--- config.mk ---
export PLATFORM = sky130hd
export DESIGN_NAME = boot_loader
export DESIGN_NICKNAME = d
export VERILOG_FILES = /design/src/core/crc32_byte.v /design/src/core/pll_mode_decode.v /design/src/core/boot_loader.v
export VERILOG_INCLUDE_DIRS = /design/src /design/src/core
export SDC_FILE = /design/constraint.sdc
export NUM_CORES = 1
export LEC_CHECK = 0
export ABC_AREA = 1
export ABC_CLOCK_PERIOD_IN_PS = 12300
export BUFFER_PORTS_ARGS = -buffer_cell sky130_fd_sc_hd__buf_2
export CORE_UTILIZATION = 57
export CTS_CLUSTER_SIZE = 12
export DETAILED_ROUTE_END_ITERATION = 8
export HOLD_SLACK_MARGIN = 0.1
export PLACE_DENSITY = 0.87
export RECOVER_POWER = 100
export SLEW_MARGIN = 10
export SYNTH_ARGS = -nofsm -noshare
export SYNTH_HDL_FRONTEND = slang
export SYNTH_SLANG_ARGS = --single-unit
--- constraint.sdc ---
create_clock -name clk_sys -period 12.3 [get_ports clk_sys]
set_input_delay 1.23 -clock clk_sys [delete_from_list [all_inputs] [get_ports clk_sys]]
set_output_delay 1.23 -clock clk_sys [all_outputs]
set_load 0.05 [all_outputs]
--- src/core/boot_consts.vh ---
// Purpose: Constants for the tile reset, PLL set-up and boot loader.
// Assumes: 100 MHz system clock; flash read byte-wise over a simple port.
// Notes:   Offsets, positions, resets and the boot delay count live here.
// Summary of operation
// - Reset low holds device, enables pin pull-downs.
// - Boot starts 15-150 us after reset release.
// - Mode pins select PLL multiplier and feedback.
// - Tile clock from feedback, reference and output dividers.
// - Software may rewrite the PLL configuration register.
// - PLL clocks switch, tile and reference clock.
// - Default boot source is the embedded flash.
// - Security bit 5 selects one-time memory boot.
// - Image is length, program bytes, then CRC.
// - Length and CRC fields arrive low byte first.
// - Program written from RAM address zero, started there.
// - CRC covers length bytes then program bytes.
// - Reflected CRC-32, preset all ones, result inverted.
// - Secure boot starts at one-time memory address zero.
`ifndef BOOT_CONSTS_VH
`define BOOT_CONSTS_VH

`define CLK_MHZ            100
`define BOOT_DELAY_US      15
`define BOOT_DELAY_CYC     (`BOOT_DELAY_US * `CLK_MHZ)
`define SEC_BOOT_BIT       5
`define CRC_POLY           32'hEDB8_8320
`define CRC_PRESET         32'hFFFF_FFFF
`define CRC_SKIP_MARK      32'h0D15_AB1E
`define PLL_OD_BOOT        3'h1
`define PLL_R_BOOT         6'h00
`define PLL_F_MODE00       12'h09F
`define PLL_F_MODE11       12'h03F
`define PLL_F_MODE10       12'h01F
`define PLL_F_MODE01       12'h00F
`define PLL_MUL_MODE00     6'h28
`define PLL_MUL_MODE11     6'h10
`define PLL_MUL_MODE10     6'h08
`define PLL_MUL_MODE01     6'h04
`define REG_PLL_CFG        2'h0
`define REG_STATUS         2'h1
`define REG_SECURITY       2'h2
`define PLL_F_LSB          0
`define PLL_R_LSB          12
`define PLL_OD_LSB         18

`endif

--- src/core/crc32_byte.v ---
// Purpose: One-byte step of the reflected CRC-32.
// Assumes: Combinational; caller holds the register.
// Notes:   Eight bit steps unrolled by a loop.
`timescale 1ns/1ps
`include "boot_consts.vh"
module crc32_byte
(
  // Input state and data
  input  wire [31:0] crc_in,
  input  wire [7:0]  data_in,
  // Next state
  output reg  [31:0] crc_out
);
  integer i;
  always @*
  begin
    crc_out = crc_in ^ {24'h00_0000, data_in};
    for (i = 0; i < 8; i = i + 1)
    begin
      crc_out = crc_out[0] ? ((crc_out >> 1) ^ `CRC_POLY) : (crc_out >> 1);
    end
  end
endmodule

--- src/core/pll_mode_decode.v ---
// Purpose: Boot PLL settings from the two mode pins.
// Assumes: Pins already synchronised.
// Notes:   Output divider and reference divider fixed at boot.
`timescale 1ns/1ps
`include "boot_consts.vh"
module pll_mode_decode
(
  // Mode pins
  input  wire [1:0]  mode,
  // Settings
  output reg  [11:0] fb_value,
  output reg  [5:0]  multiplier
);
  always @*
  begin
    case (mode)
      2'b00:
      begin
        fb_value   = `PLL_F_MODE00;
        multiplier = `PLL_MUL_MODE00;
      end
      2'b11:
      begin
        fb_value   = `PLL_F_MODE11;
        multiplier = `PLL_MUL_MODE11;
      end
      2'b10:
      begin
        fb_value   = `PLL_F_MODE10;
        multiplier = `PLL_MUL_MODE10;
      end
      default:
      begin
        fb_value   = `PLL_F_MODE01;
        multiplier = `PLL_MUL_MODE01;
      end
    endcase
  end
endmodule

--- src/core/boot_loader.v ---
// Purpose: Reset sequencing, PLL set-up and boot image loading for a tile.
// Assumes: Flash answers a byte request with a valid pulse one or more cycles later.
// Notes:   The PLL itself is outside; this block supplies its F, R and OD values.
//
// Local design decisions: the register offsets and strobed register access.
`timescale 1ns/1ps
`include "boot_consts.vh"
module boot_loader
#(
  parameter DELAY_CYC = `BOOT_DELAY_CYC,
  parameter RAM_AW    = 16
)
(
  // Clock and reset
  input  wire              clk_sys,
  input  wire              reset,
  input  wire              rst_chip_n,
  // Straps
  input  wire [1:0]        mode_pins,
  input  wire [31:0]       security_word,
  // Register port
  input  wire [1:0]        reg_addr,
  input  wire [31:0]       reg_wdata,
  input  wire              reg_wr,
  input  wire              reg_rd,
  output reg  [31:0]       reg_rdata,
  // Flash byte reader
  output reg               flash_req,
  output reg  [23:0]       flash_addr,
  input  wire              flash_valid,
  input  wire [7:0]        flash_data,
  // One-time memory reader
  output reg               otp_req,
  output reg  [RAM_AW-1:0] otp_addr,
  input  wire              otp_valid,
  input  wire [31:0]       otp_data,
  // RAM write port
  output reg               ram_we,
  output reg  [RAM_AW-1:0] ram_addr,
  output reg  [31:0]       ram_wdata,
  // Core control and PLL
  output reg               core_run,
  output reg  [RAM_AW-1:0] core_start_addr,
  output reg               boot_error,
  output reg               gpio_pulldown,
  output reg  [11:0]       pll_f,
  output reg  [5:0]        pll_r,
  output reg  [2:0]        pll_output_divider
);
  localparam S_RESET = 7'b000_0001;
  localparam S_WAIT  = 7'b000_0010;
  localparam S_LEN   = 7'b000_0100;
  localparam S_PROG  = 7'b000_1000;
  localparam S_CRC   = 7'b001_0000;
  localparam S_OTP   = 7'b010_0000;
  localparam S_DONE  = 7'b100_0000;

  reg  [1:0]  rst_sync_q;
  reg  [1:0]  mode_s1_q;
  reg  [1:0]  mode_s2_q;
  reg  [6:0]  state_q;
  reg  [31:0] delay_q;
  reg  [31:0] len_q;
  reg  [31:0] word_q;
  reg  [31:0] words_q;
  reg  [1:0]  byte_q;
  reg  [31:0] crc_q;
  reg         pend_q;
  reg         otp_src_q;
  wire [31:0] crc_next;
  wire [11:0] boot_f;
  wire [31:0] word_next;

  crc32_byte u_crc
  (
    .crc_in  (crc_q),
    .data_in (flash_data),
    .crc_out (crc_next)
  );

  pll_mode_decode u_mode
  (
    .mode       (mode_s2_q),
    .fb_value   (boot_f),
    .multiplier ()
  );

  // Bytes shift in from the top so the first byte ends lowest.
  assign word_next = {flash_data, word_q[31:8]};

  always @(posedge clk_sys or posedge reset)
  begin
    if (reset)
    begin
      rst_sync_q <= 2'b00;
      mode_s1_q  <= 2'b00;
      mode_s2_q  <= 2'b00;
    end
    else
    begin
      rst_sync_q <= {rst_sync_q[0], rst_chip_n};
      mode_s1_q  <= mode_pins;
      mode_s2_q  <= mode_s1_q;
    end
  end

  always @(posedge clk_sys or posedge reset)
  begin
    if (reset)
    begin
      state_q            <= S_RESET;
      delay_q            <= 32'h0000_0000;
      len_q              <= 32'h0000_0000;
      word_q             <= 32'h0000_0000;
      words_q            <= 32'h0000_0000;
      byte_q             <= 2'h0;
      crc_q              <= `CRC_PRESET;
      pend_q             <= 1'b0;
      otp_src_q          <= 1'b0;
      flash_req          <= 1'b0;
      flash_addr         <= 24'h00_0000;
      otp_req            <= 1'b0;
      otp_addr           <= {RAM_AW{1'b0}};
      ram_we             <= 1'b0;
      ram_addr           <= {RAM_AW{1'b0}};
      ram_wdata          <= 32'h0000_0000;
      core_run           <= 1'b0;
      core_start_addr    <= {RAM_AW{1'b0}};
      boot_error         <= 1'b0;
      gpio_pulldown      <= 1'b1;
      pll_f              <= `PLL_F_MODE00;
      pll_r              <= `PLL_R_BOOT;
      pll_output_divider <= `PLL_OD_BOOT;
    end
    else
    begin
      flash_req <= 1'b0;
      otp_req   <= 1'b0;
      ram_we    <= 1'b0;
      if (!rst_sync_q[1])
      begin
        // Chip reset pin low: hold everything and pull pins down.
        state_q       <= S_RESET;
        gpio_pulldown <= 1'b1;
        core_run      <= 1'b0;
        boot_error    <= 1'b0;
        pend_q        <= 1'b0;
        delay_q       <= 32'h0000_0000;
      end
      else if (reg_wr && reg_addr == `REG_PLL_CFG)
      begin
        pll_f              <= reg_wdata[`PLL_F_LSB +: 12];
        pll_r              <= reg_wdata[`PLL_R_LSB +: 6];
        pll_output_divider <= reg_wdata[`PLL_OD_LSB +: 3];
      end
      if (rst_sync_q[1])
      begin
        case (state_q)
          S_RESET:
          begin
            gpio_pulldown      <= 1'b0;
            // Straps are caught once the reset pin is released.
            pll_f              <= boot_f;
            pll_r              <= `PLL_R_BOOT;
            pll_output_divider <= `PLL_OD_BOOT;
            crc_q              <= `CRC_PRESET;
            byte_q             <= 2'h0;
            words_q            <= 32'h0000_0000;
            flash_addr         <= 24'h00_0000;
            otp_addr           <= {RAM_AW{1'b0}};
            ram_addr           <= {RAM_AW{1'b0}};
            otp_src_q          <= security_word[`SEC_BOOT_BIT];
            state_q            <= S_WAIT;
          end
          S_WAIT:
          begin
            delay_q <= delay_q + 32'h0000_0001;
            if (delay_q >= DELAY_CYC - 1)
            begin
              state_q <= otp_src_q ? S_OTP : S_LEN;
            end
          end
          S_LEN, S_PROG, S_CRC:
          begin
            if (!pend_q)
            begin
              flash_req <= 1'b1;
              pend_q    <= 1'b1;
            end
            else if (flash_valid)
            begin
              pend_q     <= 1'b0;
              flash_addr <= flash_addr + 24'h00_0001;
              word_q     <= word_next;
              byte_q     <= byte_q + 2'h1;
              if (state_q != S_CRC)
              begin
                crc_q <= crc_next;
              end
              if (byte_q == 2'h3)
              begin
                case (state_q)
                  S_LEN:
                  begin
                    len_q   <= word_next;
                    state_q <= (word_next == 32'h0000_0000) ? S_CRC : S_PROG;
                  end
                  S_PROG:
                  begin
                    ram_we    <= 1'b1;
                    ram_wdata <= word_next;
                    ram_addr  <= words_q[RAM_AW-1:0];
                    words_q   <= words_q + 32'h0000_0001;
                    if (words_q + 32'h0000_0001 == len_q)
                    begin
                      state_q <= S_CRC;
                    end
                  end
                  default:
                  begin
                    state_q <= S_DONE;
                    if (word_next == `CRC_SKIP_MARK || word_next == ~crc_q)
                    begin
                      core_run        <= 1'b1;
                      core_start_addr <= {RAM_AW{1'b0}};
                    end
                    else
                    begin
                      boot_error <= 1'b1;
                    end
                  end
                endcase
              end
            end
          end
          S_OTP:
          begin
            // The first 2048 one-time memory words are copied, then run from zero.
            if (!pend_q)
            begin
              otp_req <= 1'b1;
              pend_q  <= 1'b1;
            end
            else if (otp_valid)
            begin
              pend_q    <= 1'b0;
              ram_we    <= 1'b1;
              ram_wdata <= otp_data;
              ram_addr  <= otp_addr;
              otp_addr  <= otp_addr + {{(RAM_AW-1){1'b0}}, 1'b1};
              if (&otp_addr[10:0])
              begin
                state_q <= S_DONE;
              end
            end
          end
          S_DONE:
          begin
            state_q <= S_DONE;
            // The one-time memory image starts a cycle after its last copy, so no
            // RAM write overlaps the running program.
            if (otp_src_q)
            begin
              core_run        <= 1'b1;
              core_start_addr <= {RAM_AW{1'b0}};
            end
          end
          default:
          begin
            state_q <= S_RESET;
          end
        endcase
      end
    end
  end

  always @(posedge clk_sys or posedge reset)
  begin
    if (reset)
    begin
      reg_rdata <= 32'h0000_0000;
    end
    else if (reg_rd)
    begin
      case (reg_addr)
        `REG_PLL_CFG:
        begin
          reg_rdata <= {11'h000, pll_output_divider, pll_r, pll_f};
        end
        `REG_STATUS:
        begin
          reg_rdata <= {23'h00_0000, state_q, boot_error, core_run};
        end
        `REG_SECURITY:
        begin
          reg_rdata <= security_word;
        end
        default:
        begin
          reg_rdata <= 32'h0000_0000;
        end
      endcase
    end
    else
    begin
      reg_rdata <= 32'h0000_0000;
    end
  end
endmodule

Word level (Yosys, flattened, before mapping)
Cells that the tools add are included.
Storage, ports and cells
  word-level logic and storage cells: 211
  input port bits: 115
  register bits after elaboration: 340
  output and inout bits: 163
Cells by class
  eq/ne operators: 26
  reduce and logical (&&, ||, !) cells: 23
  mux-type cells: 119
  bitwise operators: 10
  order comparisons: 1
  add/subtract/negate cells: 5
Operator list (count)
  32-bit 2-to-1 mux: 25
  16-bit 2-to-1 mux: 14
  32-bit case mux with 2 select lines: 3
  13-bit inverter with 14-bit output: 8
  32-bit case mux with 3 select lines: 1
  7-bit 2-to-1 mux: 10
  32-bit by 1-bit adder with 32-bit output (second input constant): 2
  32-bit == test: 2
  16-bit case mux with 2 select lines: 2
  12-bit 2-to-1 mux: 4
  24-bit 2-to-1 mux: 2
  16-bit case mux with 3 select lines: 1
  24-bit case mux with 2 select lines: 1
  1-bit 2-to-1 mux: 37
  7-bit case mux with 5 select lines: 1
  32-bit by 28-bit == test with 1-bit output (second input constant): 1
  32-bit by 11-bit greater-or-equal comparator with 1-bit output (second input constant): 1
  32-bit zero test: 1
  32-bit inverter: 1
  32-bit by 8-bit bitwise XOR with 32-bit output: 1
  6-bit 2-to-1 mux: 5
  24-bit by 1-bit adder with 24-bit output (second input constant): 1
  8-bit case mux with 3 select lines: 1
  8-bit AND reduction: 3
  other kinds (31): 56

Logic depth before layout (Yosys ltp)
Gate-level depths: netlist of the first run.
  depth in word-level cells: 21
  mapped depth: 20
  depth with buffers taken out: 20

Cells and area by module
Synthesis of the first run repeated with hierarchy kept, for this count alone.
Unflattened totals
  cells, all modules: 2274
  area, all modules: 17505.5 µm²
Modules (own cells, without submodules)
  boot_loader: area an instance 16304.4 µm², instances 1, cells an instance 2073, seq. area each 7958.9 µm²
  crc32_byte: area an instance 1067.3 µm², instances 1, cells an instance 179, seq. area each 0.0 µm²
  pll_mode_decode: area an instance 133.9 µm², instances 1, cells an instance 22, seq. area each 0.0 µm²

Least setup slack after synthesis of the first run
OpenSTA, ideal clock, no wires.
  kind: input-to-reg
  start: input port flash_data[6]
  end: register crc_q[20]
  arrival time: 2.638 ns
  cell stages on the path: 8
  data required time: 12.216 ns
  setup time: 0.084 ns
  slack: 9.578 ns
  buffers on the path: 0
  path through: xnor2_1 > xnor2_2 > xor2_1 > inv_1 > nor2_1 > a21oi_1 > o31ai_1 > nand2_1
Between the ends
  word-level cells in the longest chain between the ends: 15
RTL lines
  from (decl): RTL line boot_loader.v:31  | input wire [7:0] flash_data,
  32-bit by 8-bit bitwise XOR with 32-bit output (*): RTL line crc32_byte.v:17  | crc_out = crc_in ^ {24'h00_0000, data_in};
  13-bit inverter with 14-bit output (no source line)
  32-bit 2-to-1 mux (*) (7 in series): RTL line crc32_byte.v:20  | crc_out = crc_out[0] ? ((crc_out >> 1) ^ `CRC_POLY) : (crc_out >> 1);
  13-bit inverter with 14-bit output (no source line)
  32-bit 2-to-1 mux (*): RTL line crc32_byte.v:20
  32-bit 2-to-1 mux (*): RTL line boot_loader.v:196  | if (state_q != S_CRC)
  32-bit 2-to-1 mux (*): RTL line boot_loader.v:190  | else if (flash_valid)
  32-bit 2-to-1 mux (*): RTL line boot_loader.v:185  | if (!pend_q)
  32-bit case mux with 2 select lines (*): RTL line boot_loader.v:158  | case (state_q)
  to (signal assigned): RTL line boot_loader.v:117  | crc_q <= `CRC_PRESET;
  to (signal assigned): RTL line boot_loader.v:166  | crc_q <= `CRC_PRESET;
  to (signal assigned): RTL line boot_loader.v:198  | crc_q <= crc_next;
  to (decl): RTL line boot_loader.v:67  | reg [31:0] crc_q;
Mark *: on every way between the ends. The rest lies on a longest branch, timed or not. The select of a mux whose other input is x is not followed.
A chain may end at the register's enable or synchronous reset.

Final worst setup path of the first run
  start: register state_q[6]
  end: register words_q[2]
Between the ends
  word-level cells in the longest chain between the ends: 4
  elaborated cells between the ends (all ways): 12
  classes of those cells: eq/ne (8); mux (1); reduce/logical (3)
RTL lines
  from (decl): RTL line boot_loader.v:61  | reg [6:0] state_q;
  from (signal assigned): RTL line boot_loader.v:180  | state_q <= otp_src_q ? S_OTP : S_LEN;
  from (signal assigned): RTL line boot_loader.v:206  | state_q <= (word_next == 32'h0000_0000) ? S_CRC : S_PROG;
  7-bit by 4-bit == test with 1-bit output, or another cell as far along: RTL line boot_loader.v:158, boot_loader.v:202
  3-bit OR reduction: RTL line boot_loader.v:158
  2-bit inequality test (no source line) / 2-bit nonzero test (equally long branches)
  6-bit AND reduction (no source line)
  to (signal assigned): RTL line boot_loader.v:213  | words_q <= words_q + 32'h0000_0001;
  to (decl): RTL line boot_loader.v:65  | reg [31:0] words_q;
Several ways; a longest one is shown, not always the timed one.

==> impl_metrics.ini, run 1 <==
[run_status]
status = complete, but fails checks
violations = max-capacitance violations, max-slew violations

[timing]
tns_ns = 0
hold_viol_final = 0
slew_headroom_pct = -330
finalMaxSlewViolations = 634
finalSetupViolations = 0
fin_hold_ws_ns = 0.356
worst_pin_slew_ns = 6.41
rsz0062_at_grt = false
skew_ns = 0.0164
min_period_ns = 7.14
timing.fmax_mhz = 140
setup_slack_ns = 5.16
fin_crit_sh_pct = 58.1

[clock_network]
cts_root_buffer = clkbuf_16
cts_buffer_depth = 3
clk_latency_ns = 0.52
cts_buffers = 35
cts_resized = 0
cts_tree = yes
clock-sinks = 316
postCtsSetupBuffers = 0
htree_levels = 2
clkTransAtPathRegs_ns = 0.06
ctsHoldBuffers = 0

[routing]
vias_per_cell = 5.78
post_drt_wl_per_cell_um = 17.4
drtIter0Drc = 1680
firstDrtPassIters = 6
drc_errors = 0
via_count = 16100
routed_wl_um = 48400
ant_nets = 0

[floorplan]
die_x_um = 174
coreArea_sq_mm = 0.0289
initial_core_util_pct = 58.5
std_cell_rows = 62
die_h_um = 174
ios = 278
die-area_sq_mm = 0.0304

[global_route]
grt_pass1_vias = 15400
grt_usage_pct = 32.0
grt_start_max_net_pins = 148
grt_pass1_wl_um = 78200
gr-total-overflow = 0
antenna_found_initial = 1

[placed_design]
place_hpwl_um = 34100
dp.cells = 2719
place.gp.congestion = 0.937
io_buffers = 250
post-place-ws_ns = 8.00

[critical_path]
start_kind = flop
criticalPathCategory = flop to flop
critPathMaxFanout = 32
endpoint_kind = flop
cp.arrival_ns = 7.52
required_ns = 12.68

[power]
p_leak_nw = 8.88
p_sw_share_pct = 30.6
p_int_mw = 1.89
sequentialPowerShare_pct = 42.9
clock_power_share_pct = 38.2
combinationalPowerShare_pct = 18.8
powerDensity_mw_per_mm2 = 142
irDropWorstVdd_v = 0.000105
power.switching_uw = 832

[yosys]
postSynthCellCount = 2141
synth-edff-count = 0
yosysUniqueCellTypes = 60
syn_avg_cell_area_sq_um = 7.91
synth_seq_cells = 316
ys_seq_area_share_pct = 47.0
syn-cell-area_sq_mm = 0.0169
synth_area_leader_cell = dfrtp_1
synth_flop_cell = dfrtp_1
netlist_top_cells_area = dfrtp_1 (41%), nand2_1 (12%), dfstp_2 (6.4%)
synth.most_common_cell = nand2_1
synth_warnings = 0
yosysTopAreaCellShare_pct = 40.6
ys_async_sr_fraction_pct = 100
yosys-top-cells-count = nand2_1 (548), dfrtp_1 (275), inv_1 (225), o21ai_0 (212), nor2_1 (188)

[layout]
drive_gt1_share_pct = 9.60
final_nets = 2492
stdcell_count = 2780
area_delta_synth_final_pct = 13.4

[job]
maxCapViolations = 11

[hold_path]
hold_class = flop to flop
layout make-up:
cell class / instances / area [sq um]
antenna: 1 / 2.50
clock buffer: 52 / 1000
clock inverter: 8 / 119
fill: 2366 / 9730
inverter: 239 / 900
multi-input combinational: 1516 / 7610
sequential: 316 / 7960
tap: 384 / 480
timing repair buffer: 264 / 1140
cell usage in the layout, fill, tap and decap left out, types with 37 or more instances in the layout:
master and count:
a21oi_1 75, buf_2 102, clkbuf_1 168, dfrtp_1 275, dfstp_2 40, inv_1 231
nand2_1 548, nand3_1 97, nand4_1 38, nor2_1 196, nor3_1 37, o21ai_0 216
xor2_1 80
worst max-delay path: stages (launching register included):
cell        delay (ns)
dfrtp_1           0.44
inv_1             0.13
nand3_1           0.15
clkinvlp_2        0.20
nand4_1           0.23
nand2_4           0.06
nor2_1            1.81
a21oi_2          -0.07
inv_1             0.20
nand3_1           0.51
inv_1             0.61
nand2_1           0.20
inv_1             0.89
nand2_1           1.08
o31ai_1           0.53
sequential cells by signal (all words and copies together) (netlist names), 2 cells and up:
signal	cells
crc_q	32
delay_q	32
len_q	32
ram_wdata	32
reg_rdata	32
words_q	32
flash_addr	24
word_q	24
otp_addr	16
ram_addr	16
pll_f	12
state_q	7
pll_r	6
pll_output_divider	3
byte_q	2
mode_s1_q	2
mode_s2_q	2
rst_sync_q	2
worst paths after layout:
kind / start / end / slack [ns] / cells after the start
max in group asynchronous: reset / delay_q[17] / 6.51 / 3
min reg2reg: mode_s1_q[0] / mode_s2_q[0] / 0.36 / 0
max: state_q[6] / words_q[2] / 5.16 / 14
min: mode_s1_q[0] / mode_s2_q[0] / 0.36 / 0
min in group asynchronous: reset / reg_rdata[29] / 2.72 / 2
max reg2reg: state_q[6] / words_q[2] / 5.16 / 14
power by group through the flow:
stage,sequential [mW],clock (mW),combinational (mW)
final,1.17,1.04,0.512
after floorplan,1.26,0,0.303
after detailed placement,1.18,0,0.514
after CTS,1.16,1.05,0.520
after global placement,1.18,0,0.502
after global routing,1.17,1.09,0.559
cell families (layout without fill, tap and decap cells):
family                   count (synthesis)  in the layout  share of synthesized area [%]
XOR/XNOR                               104            104                           5.51
multiplexers                            15             15                          0.894
adder cells (fa/ha/maj)                  5              5                          0.369
AO/OA/AOI/OAI                          388            388                           12.7
flip-flops                             316            316                           47.0
AND/OR/NAND/NOR                        988            988                           25.8
other                                    1             17                         0.0221
buffers and inverters                  324            563                           7.69
through the flow:
step | instance area, sq um | power [mW] | utilization, %
after CTS | 19600 | 2.73 | 67.6
after global routing | 19200 | 2.82 | 66.4
after detailed placement | 18400 | 1.70 | 63.7
after global placement | 18400 | 1.68 | 63.7
final | 19200 | 2.72 | 66.4
after floorplan | 17000 | 1.57 | -
metal layers:
| metal | GRT usage, % | vias up | part of all wire (%) |
|---|---|---|---|
| met5 | 0 | - | 0 |
| met1 | 42.7 | 7611 | 40 |
| met2 | 51.7 | 828 | 47 |
| met4 | 13.9 | 0 | 4.4 |
| met3 | 5.05 | 170 | 8.9 |
| li1 | - | 7463 | - |
Power figures use the tool's default switching activity.
==> inputs of run 2 (changes only) <==
--- a/config.mk
+++ b/config.mk
@@ -7,13 +7,13 @@
 export NUM_CORES = 1
 export LEC_CHECK = 0
 export ABC_AREA = 1
-export ABC_CLOCK_PERIOD_IN_PS = 12300
+export ABC_CLOCK_PERIOD_IN_PS = 5850
 export BUFFER_PORTS_ARGS = -buffer_cell sky130_fd_sc_hd__buf_2
-export CORE_UTILIZATION = 57
+export CORE_UTILIZATION = 52
 export CTS_CLUSTER_SIZE = 12
 export DETAILED_ROUTE_END_ITERATION = 8
 export HOLD_SLACK_MARGIN = 0.1
-export PLACE_DENSITY = 0.87
+export PLACE_DENSITY = 0.84
 export RECOVER_POWER = 100
 export SLEW_MARGIN = 10
 export SYNTH_ARGS = -nofsm -noshare
==> constraint.sdc (replaced) <==
create_clock -name clk_sys -period 5.85 [get_ports clk_sys]
set_input_delay 0.585 -clock clk_sys [delete_from_list [all_inputs] [get_ports clk_sys]]
set_output_delay 0.585 -clock clk_sys [all_outputs]
set_load 0.05 [all_outputs]
==> impl_metrics.ini, run 2 (synthesis gave the netlist of run 1 again) <==
[timing]
worst_pin_slew_ns = 2.60
rsz0062_at_grt = false
fin_crit_sh_pct = 84.3
tns_ns = 0
skew_ns = 0.0192
finalSetupViolations = 0
min_period_ns = 4.93
finalMaxSlewViolations = 444
slew_headroom_pct = -73.4
hold_viol_final = 0
timing.fmax_mhz = 203

[clock_network]
clkTransAtPathRegs_ns = 0.06
htree_levels = 2
cts_buffers = 36
postCtsSetupBuffers = 0
cts_tree = yes
cts_resized = 0
clk_latency_ns = 0.53
cts_root_buffer = clkbuf_16
ctsHoldBuffers = 0
clock-sinks = 316
cts_buffer_depth = 3

[power]
power.switching_mw = 1.81
clock_power_share_pct = 38.4
p_leak_nw = 8.90
powerDensity_mw_per_mm2 = 298
p_int_mw = 3.95
irDropWorstVdd_v = 0.000174
sequentialPowerShare_pct = 42.7
combinationalPowerShare_pct = 18.9
p_sw_share_pct = 31.4

[floorplan]
die_x_um = 182
die_h_um = 182
std_cell_rows = 65
die-area_sq_mm = 0.0333
coreArea_sq_mm = 0.0318
ios = 278
initial_core_util_pct = 53.3

[global_route]
gr-total-overflow = 0
grt_usage_pct = 29.0
grt_pass1_wl_um = 77500
grt_start_max_net_pins = 153
antenna_found_initial = 1
grt_pass1_vias = 15300

[critical_path]
start_kind = flop
critical-path-max-stage-delay_ns = 1.38
critPathSlowestCell = clkbuf_1
critPathMaxFanout = 35
criticalPathCategory = flop to flop
required_ns = 6.26
crit_chain = nor2_1 > nand2_1 > nor4_4 > nor2_4 > inv_1 > clkbuf_1 > nand2_1 > o31ai_1
cp.arrival_ns = 5.34
cpMostUsedCell = nand2_1
endpoint_kind = flop

[job]
maxCapViolations = 9

[routing]
routed_wl_um = 48800
drc_errors = 0
vias_per_cell = 5.60
ant_nets = 0
post_drt_wl_per_cell_um = 17.2
firstDrtPassIters = 6
via_count = 15900
drtIter0Drc = 1571

[layout]
final_cell_mix = nand2_1 (550), dfrtp_1 (275), inv_1 (228)
drive_gt1_share_pct = 9.83
final_nets = 2494
design_area_sq_mm = 0.0193
diodes = 0
area_delta_synth_final_pct = 14.0
layout_commonest_cell = nand2_1

[placed_design]
place_hpwl_um = 35300
placed_area_sq_mm = 0.0185
io_buffers = 250
place.gp.congestion = 0.923

[run_status]
status = complete, but fails checks
violations = max-capacitance violations, max-slew violations

[hold_path]
hold_class = input pin to flop
-- run 2: changes by cell type in the layout (fill, tap and decap cells not counted), moves of 2 or more --
cell        previous run  this run
bufinv_16              3         1
nand2_2                5         3
inv_2                  4         6
inv_1                231       228
nor3_1                37        39
nand2_1              548       550
clkbuf_1             168       165
clkinvlp_4             0         2
clkbuf_8               6         8
nor3_2                 2         0
-- run 2: worst paths after layout --
| kind | startpoint | slack (ns) | end | depth (start not counted) |
|---|---|---|---|---|
| worst max-delay path | state_q[1] | 0.92 | words_q[2] | 8 |
| min in group asynchronous | reset | 0.47 | words_q[16] | 2 |
| worst min-delay path | mode_pins[1] | 0.16 | mode_s1_q[1] | 1 |
| worst min register to register | rst_sync_q[0] | 0.36 | rst_sync_q[1] | 0 |
| worst max register to register | state_q[1] | 0.92 | words_q[2] | 8 |
| max in group asynchronous | reset | 2.30 | otp_addr[3] | 3 |
-- run 2: critical path, delay by kind of cell, from the launching register on --
kind	cells	cell delay [ns]
buffers and inverters	2	1.51
AND/OR/NAND/NOR	5	2.37
AO/OA/AOI/OAI	1	0.53
flip-flops	1	0.40
-- run 2: final cells by class --
| class | count | area [sq um] |
|---|---|---|
| clock buffer | 54 | 1050 |
| fill | 2745 | 12500 |
| timing repair buffer | 265 | 1160 |
| sequential | 316 | 7960 |
| multi-input combinational | 1516 | 7600 |
| inverter | 239 | 900 |
| tap | 435 | 544 |
| clock inverter | 10 | 98.8 |
-- run 2: metrics by stage --
stage               instances  util, %  setup slack [ns]  power (mW)  hold WS [ns]
floorplan                2156        -              1.09        3.30         0.331
global placement         2771     58.3              1.69        3.54         0.334
detailed placement       2771     58.3              1.57        3.58         0.337
CTS                      2835     61.9              1.54        5.78         0.153
global route             2835     60.7             0.675        5.97         0.159
finish                   2835     60.7             0.918        5.75         0.165
-- run 2: per-layer routing --
| metal | global-route usage [%] | vias up | routed length, um |
|---|---|---|---|
| li1 | - | 7436 | - |
| met4 | 11.7 | 2 | 1960 |
| met5 | 0 | - | 11 |
| met3 | 5.03 | 154 | 4140 |
| met2 | 46.6 | 759 | 23000 |
| met1 | 38.9 | 7530 | 19700 |
-- run 2: power by group through the flow --
| stage | clock network, mW | logic [mW] | registers, mW |
|---|---|---|---|
| 5_1_grt | 2.32 | 1.18 | 2.47 |
| 3_5_place_dp | 0 | 1.09 | 2.49 |
| 3_3_place_gp | 0 | 1.06 | 2.48 |
| 4_1_cts | 2.23 | 1.10 | 2.45 |
| 2_1_floorplan | 0 | 0.637 | 2.66 |
| 6_report | 2.21 | 1.09 | 2.46 |
